`config.mk`:
```
export PLATFORM = sky130hd
export DESIGN_NAME = rtpc_top
export DESIGN_NICKNAME = d
export VERILOG_FILES = /design/src/rtpc_pkg.sv /design/src/rtpc_top.sv /design/src/rtpc_uart.sv
export VERILOG_INCLUDE_DIRS = /design/src
export SDC_FILE = /design/constraint.sdc
export NUM_CORES = 1
export LEC_CHECK = 0
export BUFFER_PORTS_ARGS = -buffer_cell sky130_fd_sc_hd__buf_2
export CORE_AREA = 8 8 106 108
export CTS_CLUSTER_DIAMETER = 60
export DETAILED_ROUTE_END_ITERATION = 6
export DIE_AREA = 0 0 114 116
export GPL_TIMING_DRIVEN = 0
export PLACE_DENSITY = 0.74
export SETUP_SLACK_MARGIN = 0.5
export SLEW_MARGIN = 20
export SYNTH_ARGS = -nofsm -noshare
export SYNTH_HDL_FRONTEND = slang
export SYNTH_SLANG_ARGS = --single-unit
```
`constraint.sdc`:
```
create_clock -name i_clock -period 2.8 [get_ports i_clock]
set_input_delay 0.28 -clock i_clock [delete_from_list [all_inputs] [get_ports i_clock]]
set_output_delay 0.28 -clock i_clock [all_outputs]
set_load 0.03 [all_outputs]
```
`src/rtpc_params.svh`:
```
// constants for the resistive touch pin control block
//
// Summary of operation
// - sample clock-select strap once; high means 10 MHz
// - shutdown pin low holds power save
// - shutdown pin beats automatic power save setting
// - automatic power save after idle, configurable
// - indicator low when running, high in save
// - reset input low resets everything
// - serial lines use inverted polarity
// - terminal-ready high is not ready, low ready
// - serial link runs at 38400 baud
// - command A0 toggles external filter path
// - filtered signal feeds conversions when enabled
// - calibration with 2, 5 or 13 points
// - settings kept in non-volatile storage
// - oversampling, delta limit and focus averaging
// - pressure measurement along Z axis
// - eight data bits, no parity, one stop
// - commands have bit 7 set, data clear
`ifndef RTPC_PARAMS_SVH
`define RTPC_PARAMS_SVH

//----------------------------------------------------------------
// timing
//----------------------------------------------------------------
`define RTPC_CLK_HZ      20000000
`define RTPC_BAUD        38400
`define RTPC_BIT_CYC     (`RTPC_CLK_HZ / `RTPC_BAUD)
`define RTPC_HALF_CYC    (`RTPC_BIT_CYC / 2)
`define RTPC_IDLE_MS     1000
`define RTPC_CYC_PER_MS  (`RTPC_CLK_HZ / 1000)

//----------------------------------------------------------------
// command and reply bytes
//----------------------------------------------------------------
`define RTPC_CMD_BIT     7
`define RTPC_CMD_CLKSPD  8'hB0
`define RTPC_CMD_CALNUM  8'hB3
`define RTPC_CMD_FILTER  8'hA0
`define RTPC_CMD_AUTOPS  8'hA2
`define RTPC_CMD_PRESS   8'hA4
`define RTPC_CMD_WAKE    8'hA7
`define RTPC_CMD_SHUT    8'hA8
`define RTPC_REP_ACK     8'hCA
`define RTPC_SPD_3M3     8'h00
`define RTPC_SPD_10M     8'h01
`define RTPC_CAL_2       8'h02
`define RTPC_CAL_5       8'h05
`define RTPC_CAL_13      8'h0D

//----------------------------------------------------------------
// reset values
//----------------------------------------------------------------
`define RTPC_RST_FILTER  1'b0
`define RTPC_RST_AUTOPS  1'b0
`define RTPC_RST_PRESS   1'b0
`define RTPC_AVG_ALL     3'h7

`endif

```
`src/rtpc_pkg.sv`:
```
// types shared by the resistive touch pin control block
package rtpc_pkg;
   typedef enum logic [1:0] {U_IDLE, U_START, U_DATA, U_STOP} rtpc_uart_st_t;
   typedef enum logic {PS_RUN, PS_SAVE} rtpc_ps_st_t;
   typedef struct packed {
      logic filter_en;
      logic auto_ps_en;
      logic press_en;
   } rtpc_settings_t;
endpackage

```
`src/rtpc_top.sv`:
```
// resistive touch controller pin control and power save logic
`timescale 1ns/1ps
`default_nettype none
`include "rtpc_params.svh"
module rtpc_top #(
   parameter int IDLE_CYC = `RTPC_IDLE_MS * `RTPC_CYC_PER_MS
) (
   // clock and reset
   input  wire logic       i_clock,
   input  wire logic       i_rst_n,
   // board pins
   input  wire logic       i_clk_set_strap,
   input  wire logic       i_shutdown_n,
   input  wire logic       i_wake_up,
   input  wire logic       i_uart_rx,
   input  wire logic       i_dtr_n,
   output logic            o_uart_tx,
   output logic            o_power_state_indicator,
   output logic            o_watchdog_output,
   // converter side
   input  wire logic       i_touch_detect,
   input  wire logic [1:0] i_cal_points_sel,
   output logic            o_clk_sel_10mhz,
   output logic            o_sampling_en,
   output logic            o_filter_path_en,
   output logic            o_conv_from_filter,
   output logic            o_pressure_en,
   output logic            o_auto_ps_en,
   output logic [2:0]      o_avg_methods,
   output logic            o_nv_store
);
   localparam logic [24:0] IDLE_LAST = 25'(IDLE_CYC - 1);

   logic       strap_s1_q, strap_s2_q, shut_s1_q, shut_s2_q;
   logic       wake_s1_q, wake_s2_q, dtr_s1_q, dtr_s2_q;
   logic [1:0] strap_cnt_q, strap_cnt_d;
   logic       clk10_q, clk10_d, strap_done;
   rtpc_pkg::rtpc_ps_st_t  ps_q, ps_d;
   rtpc_pkg::rtpc_settings_t set_q, set_d;
   logic [24:0] idle_q, idle_d;
   logic        idle_done, shut_lo;
   logic        rx_valid, tx_busy, tx_start_q, tx_start_d;
   logic [7:0]  rx_data, tx_byte_q, tx_byte_d;
   logic [1:0]  rep_cnt_q, rep_cnt_d;
   logic [7:0]  rep0_q, rep0_d, rep1_q, rep1_d;
   logic        nv_q, nv_d, cmd_ok, ind_q, samp_q, filt_q, wdog_q;

   // true when a received byte is a command byte
   function automatic logic is_cmd(input logic [7:0] b);
      return b[`RTPC_CMD_BIT];
   endfunction

   function automatic logic [7:0] cal_code(input logic [1:0] s);
      case (s)
         2'h0:    return `RTPC_CAL_2;
         2'h1:    return `RTPC_CAL_5;
         default: return `RTPC_CAL_13;
      endcase
   endfunction

   //----------------------------------------------------------------
   // pin synchronisers
   //----------------------------------------------------------------
   always_ff @(posedge i_clock) begin
      if (!i_rst_n) begin
         strap_s1_q <= 1'b1;
         strap_s2_q <= 1'b1;
         shut_s1_q  <= 1'b1;
         shut_s2_q  <= 1'b1;
         wake_s1_q  <= 1'b1;
         wake_s2_q  <= 1'b1;
         dtr_s1_q   <= 1'b1;
         dtr_s2_q   <= 1'b1;
      end else begin
         strap_s1_q <= i_clk_set_strap;
         strap_s2_q <= strap_s1_q;
         shut_s1_q  <= i_shutdown_n;
         shut_s2_q  <= shut_s1_q;
         wake_s1_q  <= i_wake_up;
         wake_s2_q  <= wake_s1_q;
         dtr_s1_q   <= i_dtr_n;
         dtr_s2_q   <= dtr_s1_q;
      end
   end

   assign shut_lo   = ~shut_s2_q;
   assign idle_done = (idle_q == IDLE_LAST);
   assign cmd_ok    = rx_valid && is_cmd(rx_data) && (rep_cnt_q == 2'h0);

   //----------------------------------------------------------------
   // clock strap: caught once, after the synchroniser has filled
   //----------------------------------------------------------------
   assign strap_done = (strap_cnt_q == 2'h3);
   always_comb begin
      strap_cnt_d = strap_cnt_q;
      clk10_d     = clk10_q;
      if (!strap_done) begin
         strap_cnt_d = strap_cnt_q + 2'h1;
         if (strap_cnt_q == 2'h2) begin
            clk10_d = strap_s2_q;
         end
      end
   end

   always_ff @(posedge i_clock) begin
      if (!i_rst_n) begin
         strap_cnt_q <= 2'h0;
         clk10_q     <= 1'b1;
      end else begin
         strap_cnt_q <= strap_cnt_d;
         clk10_q     <= clk10_d;
      end
   end

   //----------------------------------------------------------------
   // power save state and idle timer
   //----------------------------------------------------------------
   always_comb begin
      ps_d   = ps_q;
      idle_d = idle_q;
      case (ps_q)
         rtpc_pkg::PS_RUN: begin
            if (i_touch_detect || rx_valid) begin
               idle_d = 25'h0000000;
            end else if (!idle_done) begin
               idle_d = idle_q + 25'h0000001;
            end
            if (shut_lo) begin
               ps_d = rtpc_pkg::PS_SAVE;
            end else if (set_q.auto_ps_en && idle_done) begin
               ps_d = rtpc_pkg::PS_SAVE;
            end else if (cmd_ok && rx_data == `RTPC_CMD_SHUT) begin
               ps_d = rtpc_pkg::PS_SAVE;
            end
         end
         rtpc_pkg::PS_SAVE: begin
            idle_d = 25'h0000000;
            // wake line is pulled low by a touch on the panel line
            if (!shut_lo && (!wake_s2_q || rx_valid)) begin
               ps_d = rtpc_pkg::PS_RUN;
            end
         end
         default: ps_d = rtpc_pkg::PS_RUN;
      endcase
   end

   always_ff @(posedge i_clock) begin
      if (!i_rst_n) begin
         ps_q   <= rtpc_pkg::PS_RUN;
         idle_q <= 25'h0000000;
      end else begin
         ps_q   <= ps_d;
         idle_q <= idle_d;
      end
   end

   //----------------------------------------------------------------
   // command decode, settings and reply queue
   //----------------------------------------------------------------
   always_comb begin
      set_d      = set_q;
      rep_cnt_d  = rep_cnt_q;
      rep0_d     = rep0_q;
      rep1_d     = rep1_q;
      nv_d       = 1'b0;
      tx_start_d = 1'b0;
      tx_byte_d  = tx_byte_q;
      if (cmd_ok) begin
         rep0_d    = `RTPC_REP_ACK;
         rep_cnt_d = 2'h1;
         case (rx_data)
            `RTPC_CMD_FILTER: begin
               set_d.filter_en = ~set_q.filter_en;
               rep1_d    = {7'h00, ~set_q.filter_en};
               rep_cnt_d = 2'h2;
               nv_d      = 1'b1;
            end
            `RTPC_CMD_AUTOPS: begin
               set_d.auto_ps_en = ~set_q.auto_ps_en;
               rep1_d    = {7'h00, ~set_q.auto_ps_en};
               rep_cnt_d = 2'h2;
               nv_d      = 1'b1;
            end
            `RTPC_CMD_PRESS: begin
               set_d.press_en = ~set_q.press_en;
               rep1_d    = {7'h00, ~set_q.press_en};
               rep_cnt_d = 2'h2;
               nv_d      = 1'b1;
            end
            `RTPC_CMD_CLKSPD: begin
               rep1_d    = clk10_q ? `RTPC_SPD_10M : `RTPC_SPD_3M3;
               rep_cnt_d = 2'h2;
            end
            `RTPC_CMD_CALNUM: begin
               rep1_d    = cal_code(i_cal_points_sel);
               rep_cnt_d = 2'h2;
            end
            `RTPC_CMD_WAKE: rep_cnt_d = 2'h0; // wake gets no reply
            default: rep_cnt_d = 2'h1;
         endcase
      end else if (rep_cnt_q != 2'h0 && !tx_busy && !tx_start_q
                   && !dtr_s2_q) begin
         // hold replies while the host reports not ready
         tx_start_d = 1'b1;
         tx_byte_d  = rep0_q;
         rep0_d     = rep1_q;
         rep_cnt_d  = rep_cnt_q - 2'h1;
      end
   end

   always_ff @(posedge i_clock) begin
      if (!i_rst_n) begin
         set_q      <= '{`RTPC_RST_FILTER, `RTPC_RST_AUTOPS,
                         `RTPC_RST_PRESS};
         rep_cnt_q  <= 2'h0;
         rep0_q     <= 8'h00;
         rep1_q     <= 8'h00;
         nv_q       <= 1'b0;
         tx_start_q <= 1'b0;
         tx_byte_q  <= 8'h00;
      end else begin
         set_q      <= set_d;
         rep_cnt_q  <= rep_cnt_d;
         rep0_q     <= rep0_d;
         rep1_q     <= rep1_d;
         nv_q       <= nv_d;
         tx_start_q <= tx_start_d;
         tx_byte_q  <= tx_byte_d;
      end
   end

   //----------------------------------------------------------------
   // output flops; indicator, sampling and filter follow the next-state values
   //----------------------------------------------------------------
   always_ff @(posedge i_clock) begin
      if (!i_rst_n) begin
         ind_q  <= 1'b0;
         samp_q <= 1'b1;
         filt_q <= `RTPC_RST_FILTER;
         wdog_q <= 1'b0;
      end else begin
         wdog_q <= 1'b1;
         ind_q  <= (ps_d == rtpc_pkg::PS_SAVE);
         samp_q <= (ps_d == rtpc_pkg::PS_RUN);
         filt_q <= set_d.filter_en;
      end
   end

   assign o_power_state_indicator = ind_q;
   assign o_sampling_en           = samp_q;
   assign o_filter_path_en        = filt_q;
   assign o_conv_from_filter      = filt_q;
   assign o_pressure_en           = set_q.press_en;
   assign o_auto_ps_en            = set_q.auto_ps_en;
   assign o_clk_sel_10mhz         = clk10_q;
   assign o_avg_methods           = `RTPC_AVG_ALL;
   assign o_nv_store              = nv_q;
   // no watchdog source here; line rests high so it never resets
   assign o_watchdog_output       = wdog_q;

   rtpc_uart u_uart (
      .i_clock    (i_clock),
      .i_rst_n    (i_rst_n),
      .i_rx_pin   (i_uart_rx),
      .o_tx_pin   (o_uart_tx),
      .i_tx_start (tx_start_q),
      .i_tx_data  (tx_byte_q),
      .o_tx_busy  (tx_busy),
      .o_rx_valid (rx_valid),
      .o_rx_data  (rx_data)
   );

   //----------------------------------------------------------------
   // checks
   //----------------------------------------------------------------
   AST_STRAP_ONCE: assert property (@(posedge i_clock) disable iff (!i_rst_n)
      strap_done && $past(strap_done) |-> $stable(o_clk_sel_10mhz))
      else $error("clock select changed after strap capture");
   AST_SHUT_SAVE: assert property (@(posedge i_clock) disable iff (!i_rst_n)
      shut_lo |=> o_power_state_indicator)
      else $error("shutdown low did not give power save");
   AST_SHUT_HOLD: assert property (@(posedge i_clock) disable iff (!i_rst_n)
      shut_lo && ps_q == rtpc_pkg::PS_SAVE && rx_valid
      |=> ps_q == rtpc_pkg::PS_SAVE)
      else $error("left power save while shutdown held low");
   AST_AUTO_SAVE: assert property (@(posedge i_clock) disable iff (!i_rst_n)
      ps_q == rtpc_pkg::PS_RUN && set_q.auto_ps_en && idle_done
      |=> ps_q == rtpc_pkg::PS_SAVE ##0 o_power_state_indicator)
      else $error("automatic power save not entered");
   AST_IND_STATE: assert property (@(posedge i_clock) disable iff (!i_rst_n)
      o_power_state_indicator == (ps_q == rtpc_pkg::PS_SAVE)
      && o_sampling_en == !o_power_state_indicator)
      else $error("indicator does not match power state");
   AST_RESET_RUN: assert property (@(posedge i_clock)
      !i_rst_n |=> !o_power_state_indicator && rep_cnt_q == 2'h0)
      else $error("reset did not restore normal operation");
   AST_DTR_HOLD: assert property (@(posedge i_clock) disable iff (!i_rst_n)
      tx_start_q |-> !$past(dtr_s2_q))
      else $error("byte sent while host not ready");
   AST_FILTER_TOGGLE: assert property (@(posedge i_clock) disable iff (!i_rst_n)
      cmd_ok && rx_data == `RTPC_CMD_FILTER
      |=> o_filter_path_en != $past(o_filter_path_en) ##0 rep_cnt_q == 2'h2)
      else $error("filter command did not toggle path");
   AST_DATA_IGNORED: assert property (@(posedge i_clock) disable iff (!i_rst_n)
      rx_valid && !rx_data[7] && rep_cnt_q == 2'h0 |=> rep_cnt_q == 2'h0)
      else $error("data byte treated as command");
   AST_WAKE_RESUME: assert property (@(posedge i_clock) disable iff (!i_rst_n)
      $fell(o_power_state_indicator) |-> o_sampling_en)
      else $error("sampling not resumed on wake");
endmodule
`default_nettype wire

```
`src/rtpc_uart.sv`:
```
// inverted-polarity 8n1 serial transmitter and receiver
`timescale 1ns/1ps
`default_nettype none
`include "rtpc_params.svh"
module rtpc_uart (
   // clock and reset
   input  wire logic       i_clock,
   input  wire logic       i_rst_n,
   // pins
   input  wire logic       i_rx_pin,
   output logic            o_tx_pin,
   // user side
   input  wire logic       i_tx_start,
   input  wire logic [7:0] i_tx_data,
   output logic            o_tx_busy,
   output logic            o_rx_valid,
   output logic [7:0]      o_rx_data
);
   localparam logic [9:0] BIT_M1  = 10'(`RTPC_BIT_CYC - 1);
   localparam logic [9:0] HALF_M1 = 10'(`RTPC_HALF_CYC - 1);

   logic rx_s1_q, rx_s2_q;
   rtpc_pkg::rtpc_uart_st_t rst_q, rst_d, tst_q, tst_d;
   logic [9:0] rcnt_q, rcnt_d, tcnt_q, tcnt_d;
   logic [2:0] rbit_q, rbit_d, tbit_q, tbit_d;
   logic [7:0] rsh_q, rsh_d, tsh_q, tsh_d;
   logic       rval_q, rval_d, tpin_q, tpin_d;
   logic       rx_line;

   // pin is inverted: idle line sits low, start bit is high
   assign rx_line = ~rx_s2_q;

   //----------------------------------------------------------------
   // receiver, 8 data bits and one stop, no parity
   //----------------------------------------------------------------
   always_comb begin
      rst_d  = rst_q;
      rcnt_d = rcnt_q;
      rbit_d = rbit_q;
      rsh_d  = rsh_q;
      rval_d = 1'b0;
      case (rst_q)
         rtpc_pkg::U_IDLE: begin
            if (!rx_line) begin
               rst_d  = rtpc_pkg::U_START;
               rcnt_d = HALF_M1; // sample at mid-bit
            end
         end
         rtpc_pkg::U_START: begin
            if (rcnt_q != 10'h000) begin
               rcnt_d = rcnt_q - 10'h001;
            end else if (!rx_line) begin
               rst_d  = rtpc_pkg::U_DATA;
               rcnt_d = BIT_M1;
               rbit_d = 3'h0;
            end else begin
               rst_d = rtpc_pkg::U_IDLE; // glitch, not a start bit
            end
         end
         rtpc_pkg::U_DATA: begin
            if (rcnt_q != 10'h000) begin
               rcnt_d = rcnt_q - 10'h001;
            end else begin
               rsh_d  = {rx_line, rsh_q[7:1]};
               rcnt_d = BIT_M1;
               rbit_d = rbit_q + 3'h1;
               if (rbit_q == 3'h7) begin
                  rst_d = rtpc_pkg::U_STOP;
               end
            end
         end
         rtpc_pkg::U_STOP: begin
            if (rcnt_q != 10'h000) begin
               rcnt_d = rcnt_q - 10'h001;
            end else begin
               rst_d  = rtpc_pkg::U_IDLE;
               rval_d = rx_line; // bad stop bit drops the byte
            end
         end
         default: rst_d = rtpc_pkg::U_IDLE;
      endcase
   end

   always_ff @(posedge i_clock) begin
      if (!i_rst_n) begin
         rx_s1_q <= 1'b0;
         rx_s2_q <= 1'b0;
         rst_q   <= rtpc_pkg::U_IDLE;
         rcnt_q  <= 10'h000;
         rbit_q  <= 3'h0;
         rsh_q   <= 8'h00;
         rval_q  <= 1'b0;
      end else begin
         rx_s1_q <= i_rx_pin;
         rx_s2_q <= rx_s1_q;
         rst_q   <= rst_d;
         rcnt_q  <= rcnt_d;
         rbit_q  <= rbit_d;
         rsh_q   <= rsh_d;
         rval_q  <= rval_d;
      end
   end

   //----------------------------------------------------------------
   // transmitter
   //----------------------------------------------------------------
   always_comb begin
      tst_d  = tst_q;
      tcnt_d = tcnt_q;
      tbit_d = tbit_q;
      tsh_d  = tsh_q;
      tpin_d = 1'b0;
      case (tst_q)
         rtpc_pkg::U_IDLE: begin
            if (i_tx_start) begin
               tst_d  = rtpc_pkg::U_START;
               tsh_d  = i_tx_data;
               tcnt_d = BIT_M1;
               tpin_d = 1'b1; // start bit, inverted
            end
         end
         rtpc_pkg::U_START, rtpc_pkg::U_DATA: begin
            tpin_d = tpin_q;
            if (tcnt_q != 10'h000) begin
               tcnt_d = tcnt_q - 10'h001;
            end else begin
               tcnt_d = BIT_M1;
               tpin_d = ~tsh_q[0];
               tsh_d  = {1'b0, tsh_q[7:1]};
               if (tst_q == rtpc_pkg::U_START) begin
                  tst_d  = rtpc_pkg::U_DATA;
                  tbit_d = 3'h0;
               end else if (tbit_q == 3'h7) begin
                  tst_d  = rtpc_pkg::U_STOP;
                  tpin_d = 1'b0; // stop bit, inverted
               end else begin
                  tbit_d = tbit_q + 3'h1;
               end
            end
         end
         rtpc_pkg::U_STOP: begin
            if (tcnt_q != 10'h000) begin
               tcnt_d = tcnt_q - 10'h001;
            end else begin
               tst_d = rtpc_pkg::U_IDLE;
            end
         end
         default: tst_d = rtpc_pkg::U_IDLE;
      endcase
   end

   always_ff @(posedge i_clock) begin
      if (!i_rst_n) begin
         tst_q  <= rtpc_pkg::U_IDLE;
         tcnt_q <= 10'h000;
         tbit_q <= 3'h0;
         tsh_q  <= 8'h00;
         tpin_q <= 1'b0;
      end else begin
         tst_q  <= tst_d;
         tcnt_q <= tcnt_d;
         tbit_q <= tbit_d;
         tsh_q  <= tsh_d;
         tpin_q <= tpin_d;
      end
   end

   assign o_tx_pin   = tpin_q;
   assign o_tx_busy  = (tst_q != rtpc_pkg::U_IDLE);
   assign o_rx_valid = rval_q;
   assign o_rx_data  = rsh_q;

   // idle inverted line rests low
   AST_TX_IDLE_LOW: assert property (@(posedge i_clock) disable iff (!i_rst_n)
      (tst_q == rtpc_pkg::U_IDLE) && $past(tst_q == rtpc_pkg::U_IDLE)
      |-> !o_tx_pin)
      else $error("inverted tx line not low while idle");
endmodule
`default_nettype wire
```
==> results of run 1 <==
[placed cells by master, fill, tap and decap left out, types with 6 or more instances in the layout]
cell type and instances:
o211a_1 7, buf_2 20, nand4_1 17, nor2b_1 13, clkbuf_1 22, a21boi_0 18, clkbuf_8 13, nand2b_1 11
dfxtp_1 110, inv_1 23, nand2_1 63, mux2i_1 16, o21ai_0 24, xor2_1 22, buf_4 6, nor3_1 10
nand3_1 22, ha_1 19, and2_1 8, a21oi_1 23, xnor2_1 10, nor2_1 62
[metrics by stage]
step | hold slack [ns] | power, mW | util | instance area (um^2)
final | 0.0486 | 3.87 | 0.613 | 5850
after global routing | 0.0303 | 4.10 | 0.613 | 5850
after CTS | 0.0236 | 3.82 | 0.605 | 5780
after detailed placement | 0.403 | 2.77 | 0.582 | 5550
after global placement | 0.393 | 2.73 | 0.582 | 5550
after floorplan | 0.308 | 2.56 | - | 5290
[cell families (layout without fill, tap and decap cells)]
logic type,Yosys count,after routing,share of synthesized area
simple gates,257,257,0.257
compound gates,115,115,0.153
flops,110,110,0.417
buf+inv,52,89,0.0417
xor+xnor,32,32,0.0530
fa+ha+maj,20,20,0.0469
mux,16,16,0.0303
other cells,1,3,0.000710
[area by class of cell]
type / instances / area (um^2) / share of cell area
multi-input cells: 443 / 2930 / 0.501
flip-flops and latches: 110 / 2200 / 0.376
clock buffers: 14 / 183 / 0.0312
well taps: 133 / 166 / 0.0284
plain buffers: 29 / 135 / 0.0231
repair buffers: 21 / 110 / 0.0188
inverters: 23 / 86.3 / 0.0147
clock inverters: 2 / 37.5 / 0.00641
[power by group]
part	leakage (nW)	switching [mW]	internal, mW
Clock	0.109	0.534	0.513
Sequential	0.893	0.0961	1.66
Combinational	1.26	0.630	0.431
[flip-flops by register name, indices dropped and copies added (netlist names), 2 cells and up, named ones only]
name and cells:
rep0_q 5, strap_cnt_q 2, rep_cnt_q 2, u_uart.rcnt_q 10, u_uart.rbit_q 3, u_uart.tst_q 2, tx_byte_q 5, idle_q 25
u_uart.o_rx_data 8, rep1_q 4, u_uart.tsh_q 8, u_uart.tcnt_q 10, u_uart.tbit_q 3
[per-layer routing]
layer,part of all wire,global-route usage
met1,0.47,0.224
met2,0.47,0.290
met4,0.010,0.0630
met5,0,0
met3,0.047,0.0453
[path summary, 6_finish.rpt]
check,to,start,cells past startpoint,slack [ns]
max,u_uart.rcnt_q[1],u_uart.rcnt_q[2],6,0.56
min reg2reg,shut_s2_q,shut_s1_q,1,0.42
max reg2reg,u_uart.rcnt_q[1],u_uart.rcnt_q[2],6,0.56
min,o_watchdog_output,i_rst_n,1,0.05
[worst max-delay path, stage by stage, from the launching register on]
cell	delay (ns)
dfxtp_1	0.36
nor2_1	0.65
nand3_2	0.32
o21a_1	0.27
clkbuf_1	0.23
o21ai_0	0.22
a21oi_1	0.05
[cell usage after synthesis, types with 3 or more instances]
cell      number
a21boi_0      18
dfxtp_1      110
and3_1         3
a21oi_1       23
nor3b_1        5
nand2b_1      11
and4_1         3
nand4_1       17
or4_1          5
buf_4          4
nor4_1         4
o21ai_0       24
and2_1         8
nand2_1       63
mux2i_1       16
nor2b_1       13
xnor2_1       10
o221a_2        4
nor3_1        10
clkbuf_1      22
or2_2          4
a31oi_1        3
nand3b_1       4
o31ai_1        4
nand4b_1       3
o211a_1        7
inv_1         23
ha_1          19
xor2_1        22
nor2_1        62
or3_1          5
o21a_1         3
nand3_1       23
[what timing repair did]
item                                    CTS  global route
buffers inserted                          0             2
endpoints found under the setup margin    1            32
pin swaps                                 0             0
resized for setup                         1            10
==> qor.yml, run 1 <==
drc: 0
cap_viol_max_count: 0
status: "finished, final reports clean"
ys.flop_type: "dfxtp_1"
startpoint_type: "register"
syn2layout_area_growth_pct: 10.8
cellPowerDensity_nw_per_um2: 661
rsz0062_at_grt: "true"
num_antenna_cells: 0
track_usage: 0.178
dp.cells: 757
fmax_mhz: 446
synth_area_leaders: "dfxtp_1 42%, ha_1 4.5%, nand2_1 4.5%, nor2_1 4.4%, xor2_1 3.6%"
required_ns: 3.05
htree_levels: 3
slew_viol_final: 0
die-area_um2: 13200
fin_nets: 666
period_share: 0.801
cts_sinks: 110
dieWidth_um: 114
start_util: 0.553
worst_setup_path_end_kind: "register"
drtIter0Drc: 321
crit_path_max_fanout: 10
port_buffers: 19
clk_latency_ns: 0.39
viasPerCell: 5.65
yosysTopAreaCell: "dfxtp_1"
syn_area_um2: 5290
synth-seq-area-share: 0.417
ant_nets: 0
holdBufCountCts: 0
wl_um: 11100
path_clk_slew_ns: 0.11
synth-seq-cells: 110
vias: 4380
worst_slew_pin_slew_ns: 0.819
relSlewSlack: 0.452
grt_pass1_vias: 4151
wl_per_cell_um: 14.4
hp-class: "primary input to register"
grt_antenna_before_repair: 0
drive_gt1_frac: 0.115
hpwl_um: 7850
synth_edf_count: 0
std_cell_rows: 36
fin_crit_ns: 2.24
async_reset_ff_frac: 0
crit_arrival_ns: 2.49
setup_viol: 0
grt_pass1_wl_um: 19100
instances_no_fill: 775
tns_ns: 0
hold_viol: 0
synth_top_area_frac: 0.417
crit_type: "register to register"
pre_cts_slack_ns: 0.488
die_y_um: 116
peakVddDrop_v: 0.000535
cts_inserted_buffers: 9
cts_root_buf: "clkbuf_8"
core_um2: 9550
clockBufferDepth: 2
synth.yosys.warnings: 0
avgSynthCellArea_um2: 8.76
grt_max_degree: 17
pin_count: 23
overflow: 0
place_congestion: 0.868
worst_slack_ns: 0.558
dr.pass1.iters: 5
syn-instance-count: 603
synth_cell_types: 68
clock_skew_ns: 0.0184
p_leak_nw: 2.26
cts_tree: "built"
fillers: 842
(Power assumes the default switching activity.)
==> inputs of run 2 (changes only) <==
--- a/config.mk
+++ b/config.mk
@@ -6,13 +6,14 @@
 export SDC_FILE = /design/constraint.sdc
 export NUM_CORES = 1
 export LEC_CHECK = 0
+export ABC_AREA = 1
 export BUFFER_PORTS_ARGS = -buffer_cell sky130_fd_sc_hd__buf_2
-export CORE_AREA = 8 8 106 108
+export CORE_AREA = 8 8 111 113
 export CTS_CLUSTER_DIAMETER = 60
 export DETAILED_ROUTE_END_ITERATION = 6
-export DIE_AREA = 0 0 114 116
+export DIE_AREA = 0 0 119 121
 export GPL_TIMING_DRIVEN = 0
-export PLACE_DENSITY = 0.74
+export PLACE_DENSITY = 0.76
 export SETUP_SLACK_MARGIN = 0.5
 export SLEW_MARGIN = 20
 export SYNTH_ARGS = -nofsm -noshare
==> constraint.sdc (replaced) <==
create_clock -name i_clock -period 2 [get_ports i_clock]
set_input_delay 0.2 -clock i_clock [delete_from_list [all_inputs] [get_ports i_clock]]
set_output_delay 0.2 -clock i_clock [all_outputs]
set_load 0.03 [all_outputs]
==> run 2 against run 1 <==
Effect of this change:
- setup slack worse by 0.076 ns
- area after synthesis is 9.2% higher
- via count is 23% higher
- critical path type unchanged
==> qor.yml, run 2 <==
dr.pass1.iters: 5
start_util: 0.544
cellPowerDensity_nw_per_um2: 886
largest_reg_flops: 25
drive_gt1_frac: 0.279
cts_root_buf: "clkbuf_8"
hold_viol: 0
status: "finished, final reports clean"
wl_um: 13600
synth_area_leaders: "dfxtp_1 38%, nand2_1 11%, nor2_1 9.2%, inv_1 5.8%, o21ai_0 4.5%"
final_common_cell: "nand2_1"
synth_top_area_frac: 0.381
fin_nets: 927
clk_latency_ns: 0.39
drtIter0Drc: 386
reg2reg_slack_ns: 0.48
relSlewSlack: 0.536
vias: 5394
period_share: 0.759
peakVddDrop_v: 0.000670
drc: 0
std_cell_rows: 38
htree_levels: 3
grt_pass1_wl_um: 21300
layout_common_cells: "152 x nand2_1, 129 x nor2_1, 95 x dfxtp_1, 71 x inv_1, 44 x buf_4"
p_leak_nw: 3.02
crit_chain: "clkinvlp_4 > ha_4 > inv_2 > a21oi_2 > nand2_2 > inv_2 > nand3_2 > a21oi_2"
crit_type: "register to register"
synth-seq-area-share: 0.381
fmax_mhz: 659
cts_sinks: 110
worst_slew_pin_slew_ns: 0.696
slew_viol_final: 0
fin_crit_ns: 1.52
ys_top_cells_by_count: "163 x nand2_1, 142 x nor2_1, 110 x dfxtp_1"
clockBufferDepth: 2
crit_path_max_fanout: 5
syn-instance-count: 819
rsz0062_at_grt: "true"
die_y_um: 121
path_clk_slew_ns: 0.11
synth-seq-cells: 110
cts_inserted_buffers: 9
synth_edf_count: 0
fillers: 882
ys.flop_type: "dfxtp_1"
yosysTopAreaCell: "dfxtp_1"
worst_setup_path_end_kind: "register"
async_reset_ff_frac: 0
synth.yosys.warnings: 0
dieWidth_um: 119
avgSynthCellArea_um2: 7.05
setup_viol: 0
instances_no_fill: 1043
cpMaxStageDelayCell: "dfxtp_4"
cap_viol_max_count: 0
wl_per_cell_um: 13.0
track_usage: 0.177
yosysMostFrequentCell: "nand2_1"
grt_pass1_vias: 4699
clock_skew_ns: 0.0119
num_antenna_cells: 0
crit_arrival_ns: 1.84
grt_max_degree: 20
pin_count: 23
required_ns: 2.33
hp-class: "primary input to register"
cts_tree: "built"
slowest_delay_ns: 0.41
place_congestion: 0.887
top_regs: "idle_q: 25 flops, u_uart.rcnt_q: 10 flops, u_uart.tcnt_q: 10 flops"
viasPerCell: 5.17
regMostFlops: "idle_q"
port_buffers: 19
hpwl_um: 8910
ant_nets: 0
syn_area_um2: 5770
syn2layout_area_growth_pct: 22.6
core_um2: 10600
holdWs_ns: 0.120
overflow: 0
dp.cells: 980
die-area_um2: 14400
grt_antenna_before_repair: 0
startpoint_type: "register"
synth_cell_types: 50
tns_ns: 0
[run 2: cell type report]
class | instances | area (um^2) | area share
buffer | 20 | 133 | 0.0187
clock buffer | 9 | 124 | 0.0175
clock inverter | 7 | 81.3 | 0.0115
inverter | 101 | 414 | 0.0585
multi-input combinational | 590 | 3430 | 0.485
sequential | 110 | 2230 | 0.315
tap | 140 | 175 | 0.0248
timing repair buffer | 65 | 480 | 0.0679
timing repair inverter | 1 | 3.75 | 0.000530
[run 2: path summary, 6_finish.rpt]
kind	start	to	cells past startpoint
setup reg to reg	u_uart.rst_q[0]	u_uart.rbit_q[1]	8
setup / recovery	u_uart.rst_q[0]	u_uart.rbit_q[1]	8
hold / removal	i_touch_detect	idle_q[9]	4
hold reg to reg	strap_s1_q	strap_s2_q	1
[run 2: report_power, final]
part           internal [mW]  switching (mW)  total, mW  leakage, nW
clock network          0.595           0.821       1.42        0.100
registers               2.36           0.131       2.49        0.900
logic                  0.947            1.41       2.36         2.02
[run 2: per-stage QoR]
step	setup slack (ns)	power, mW	utilization	area, um^2
final	0.482	6.27	0.667	7080
after global routing	0.399	6.63	0.667	7080
after CTS	0.464	5.75	0.615	6520
after detailed placement	0.241	4.14	0.571	6050
after global placement	0.237	4.12	0.571	6050
after floorplan	0.523	3.83	-	5780
[run 2: critical path, delay by kind of cell (launching register included)]
kind | cells | cell delay, ns
AOI/OAI and AO/OA | 2 | 0.23
DFF | 1 | 0.41
buffers and inverters | 3 | 0.30
adders and majority gates | 1 | 0.33
and+or+nand+nor | 2 | 0.17
[run 2: per-layer routing]
metal / up-vias / global-route usage / wire length, um
met5: - / 0 / 0
met4: 0 / 0.0530 / 214
met3: 17 / 0.0461 / 484
met2: 98 / 0.303 / 6750
met1: 2474 / 0.214 / 6150
li1: 2805 / - / -
[run 2: repair_timing]
action / CTS / global route
cloned: 1 / 1
endpoints found under the setup margin: 74 / 83
hold buffers: 6 / 0
endpoints found under the hold margin: 6 / 0
gates resized for setup: 45 / 104
buffers inserted: 8 / 31
pin swaps: 12 / 39
[run 2: kinds of logic after synthesis]
logic type                 synth area share
AOI/OAI and AO/OA                     0.134
xor gates and xnor gates            0.00607
adders and majority gates            0.0412
buffers and inverters                0.0865
DFF                                   0.381
other                              0.000650
and+or+nand+nor                       0.350
==> inputs of run 3 (changes only) <==
--- a/config.mk
+++ b/config.mk
@@ -8,12 +8,12 @@
 export LEC_CHECK = 0
 export ABC_AREA = 1
 export BUFFER_PORTS_ARGS = -buffer_cell sky130_fd_sc_hd__buf_2
-export CORE_AREA = 8 8 111 113
+export CORE_AREA = 8 8 110 112
 export CTS_CLUSTER_DIAMETER = 60
 export DETAILED_ROUTE_END_ITERATION = 6
-export DIE_AREA = 0 0 119 121
+export DIE_AREA = 0 0 118 120
 export GPL_TIMING_DRIVEN = 0
-export PLACE_DENSITY = 0.76
+export PLACE_DENSITY = 0.74
 export SETUP_SLACK_MARGIN = 0.5
 export SLEW_MARGIN = 20
 export SYNTH_ARGS = -nofsm -noshare
==> constraint.sdc (replaced) <==
create_clock -name i_clock -period 1.54 [get_ports i_clock]
set_input_delay 0.154 -clock i_clock [delete_from_list [all_inputs] [get_ports i_clock]]
set_output_delay 0.154 -clock i_clock [all_outputs]
set_load 0.03 [all_outputs]
==> run 3 against run 2 <==
Effect of this change:
- the flow now finishes with violations (setup timing)
- design area rose by 22%
- cell count is 4.8% higher
- setup slack got worse by 0.55 ns
- largest power group is now combinational cells
==> qor.yml, run 3 (synthesis results as in run 2) <==
hold_viol: 0
crit_chain: "inv_4 > ha_4 > inv_4 > o21ai_4 > nand3_4 > nand2_4 > inv_8 > o21ai_4 > nand2_1 > nor2_1"
period_share: 1.05
hp-class: "primary input to register"
pre_cts_slack_ns: -0.0432
dr.pass1.iters: 6
setup_viol: 8
drc: 0
finalCoreUtilization: 0.823
rsz0062_at_grt: "true"
hpwl_um: 10100
crit_family: "simple AND/OR/NAND/NOR gates"
wl_um: 19700
clock_skew_ns: 0.0156
fmax_mhz: 621
status: "finished with violations"
fin_crit_ns: 1.61
clockBufferDepth: 2
syn2layout_area_growth_pct: 49.8
p_leak_nw: 3.71
grt_pass1_wl_um: 26200
port_buffers: 19
peakVddDrop_v: 0.000661
slew_viol_final: 0
drive_gt1_frac: 0.513
drtIter0Drc: 603
grt_pass1_vias: 5638
vias: 6409
die_y_um: 120
start_util: 0.549
viasPerCell: 5.86
pin_count: 23
cellPowerDensity_nw_per_um2: 1040
slowest_delay_ns: 0.39
worst_slack_ns: -0.0693
violations: "setup timing"
layout_common_cells: "111 x nand2_1, 107 x nor2_1, 66 x buf_4, 61 x dfxtp_1, 52 x inv_1"
holdPathStages: 5
path_buf_inv: 3
crit_path_max_fanout: 8
top_regs: "idle_q: 25 flops, u_uart.rcnt_q: 10 flops, u_uart.tcnt_q: 10 flops"
htree_levels: 3
relSlewSlack: 0.501
worst_setup_path_end_kind: "register"
crit_type: "register to register"
grt_max_degree: 21
die-area_um2: 14200
p_total_mw: 8.97
final_common_cell: "nand2_1"
track_usage: 0.223
regMostFlops: "idle_q"
std_cell_rows: 38
fin_nets: 977
cpMaxStageDelayCell: "dfxtp_4"
cp.depth: 10
largest_reg_flops: 25
clk_latency_ns: 0.40
cts_root_buf: "clkbuf_8"
cap_viol_max_count: 0
required_ns: 1.86
grt_antenna_before_repair: 0
worst_slew_pin_slew_ns: 0.748
cts_inserted_buffers: 9
holdWs_ns: 0.135
path_clk_slew_ns: 0.12
startpoint_type: "register"
cts_sinks: 110
overflow: 0
wl_per_cell_um: 18.0
tns_ns: -0.212
cts_tree: "built"
place_congestion: 0.877
r2r_cells: 10
dieWidth_um: 118
core_um2: 10500
crit_arrival_ns: 1.93
ant_nets: 0
num_antenna_cells: 0
-- run 3: per-stage QoR --
| step | std cells | area [um^2] |
|---|---|---|
| after floorplan | 821 | 6220 |
| after global placement | 980 | 6490 |
| after detailed placement | 980 | 6490 |
| after CTS | 1046 | 7520 |
| after global routing | 1093 | 8650 |
| final | 1093 | 8650 |
-- run 3: per-layer routing --
| metal | wire length [um] | global-route usage |
|---|---|---|
| met2 | 10000 | 0.407 |
| met4 | 1090 | 0.104 |
| met1 | 7410 | 0.254 |
| met3 | 1120 | 0.0310 |
| met5 | 0 | 0 |
-- run 3: final cells by class --
cell class                      count  area [um^2]
Tap cell                          140          175
Sequential cell                   110         2310
Timing Repair Buffer              113         1070
Clock inverter                      6         60.1
Clock buffer                       10          149
Fill cell                         556         1860
Multi-Input combinational cell    592         4240
Inverter                          101          445
Buffer                             20          184
Timing Repair inverter              1         6.26
-- run 3: final timing paths --
check                       from          endpoint  slack (ns)
min          i_cal_points_sel[1]         rep1_q[3]        0.13
min reg2reg           strap_s1_q        strap_s2_q        0.43
max reg2reg             register  u_uart.rcnt_q[4]       -0.07
max                     register  u_uart.rcnt_q[4]       -0.07
-- run 3: report_power, final --
group          leakage, nW  internal [mW]  total [mW]  switching [mW]
Clock                0.108          0.729        1.85            1.12
Sequential           0.919           3.05        3.26           0.218
Combinational         2.69           1.50        3.85            2.36
-- run 3: worst register-to-register path: cells and delay by family (launching register included) --
| kind | cells | cell delay [ns] |
|---|---|---|
| AO/OA/AOI/OAI | 2 | 0.26 |
| adder cells (fa/ha/maj) | 1 | 0.15 |
| buffers and inverters | 3 | 0.19 |
| flip-flops | 1 | 0.39 |
| AND/OR/NAND/NOR | 4 | 0.54 |
-- run 3: timing repair --
| item | in CTS | in global routing |
|---|---|---|
| hold buffers | 6 | 0 |
| buffers inserted | 39 | 43 |
| endpoints found under the setup margin | 107 | 109 |
| pin swaps | 50 | 77 |
| gates cloned | 5 | 4 |
| resized for setup | 128 | 193 |
| hold endpoints to repair | 6 | 0 |
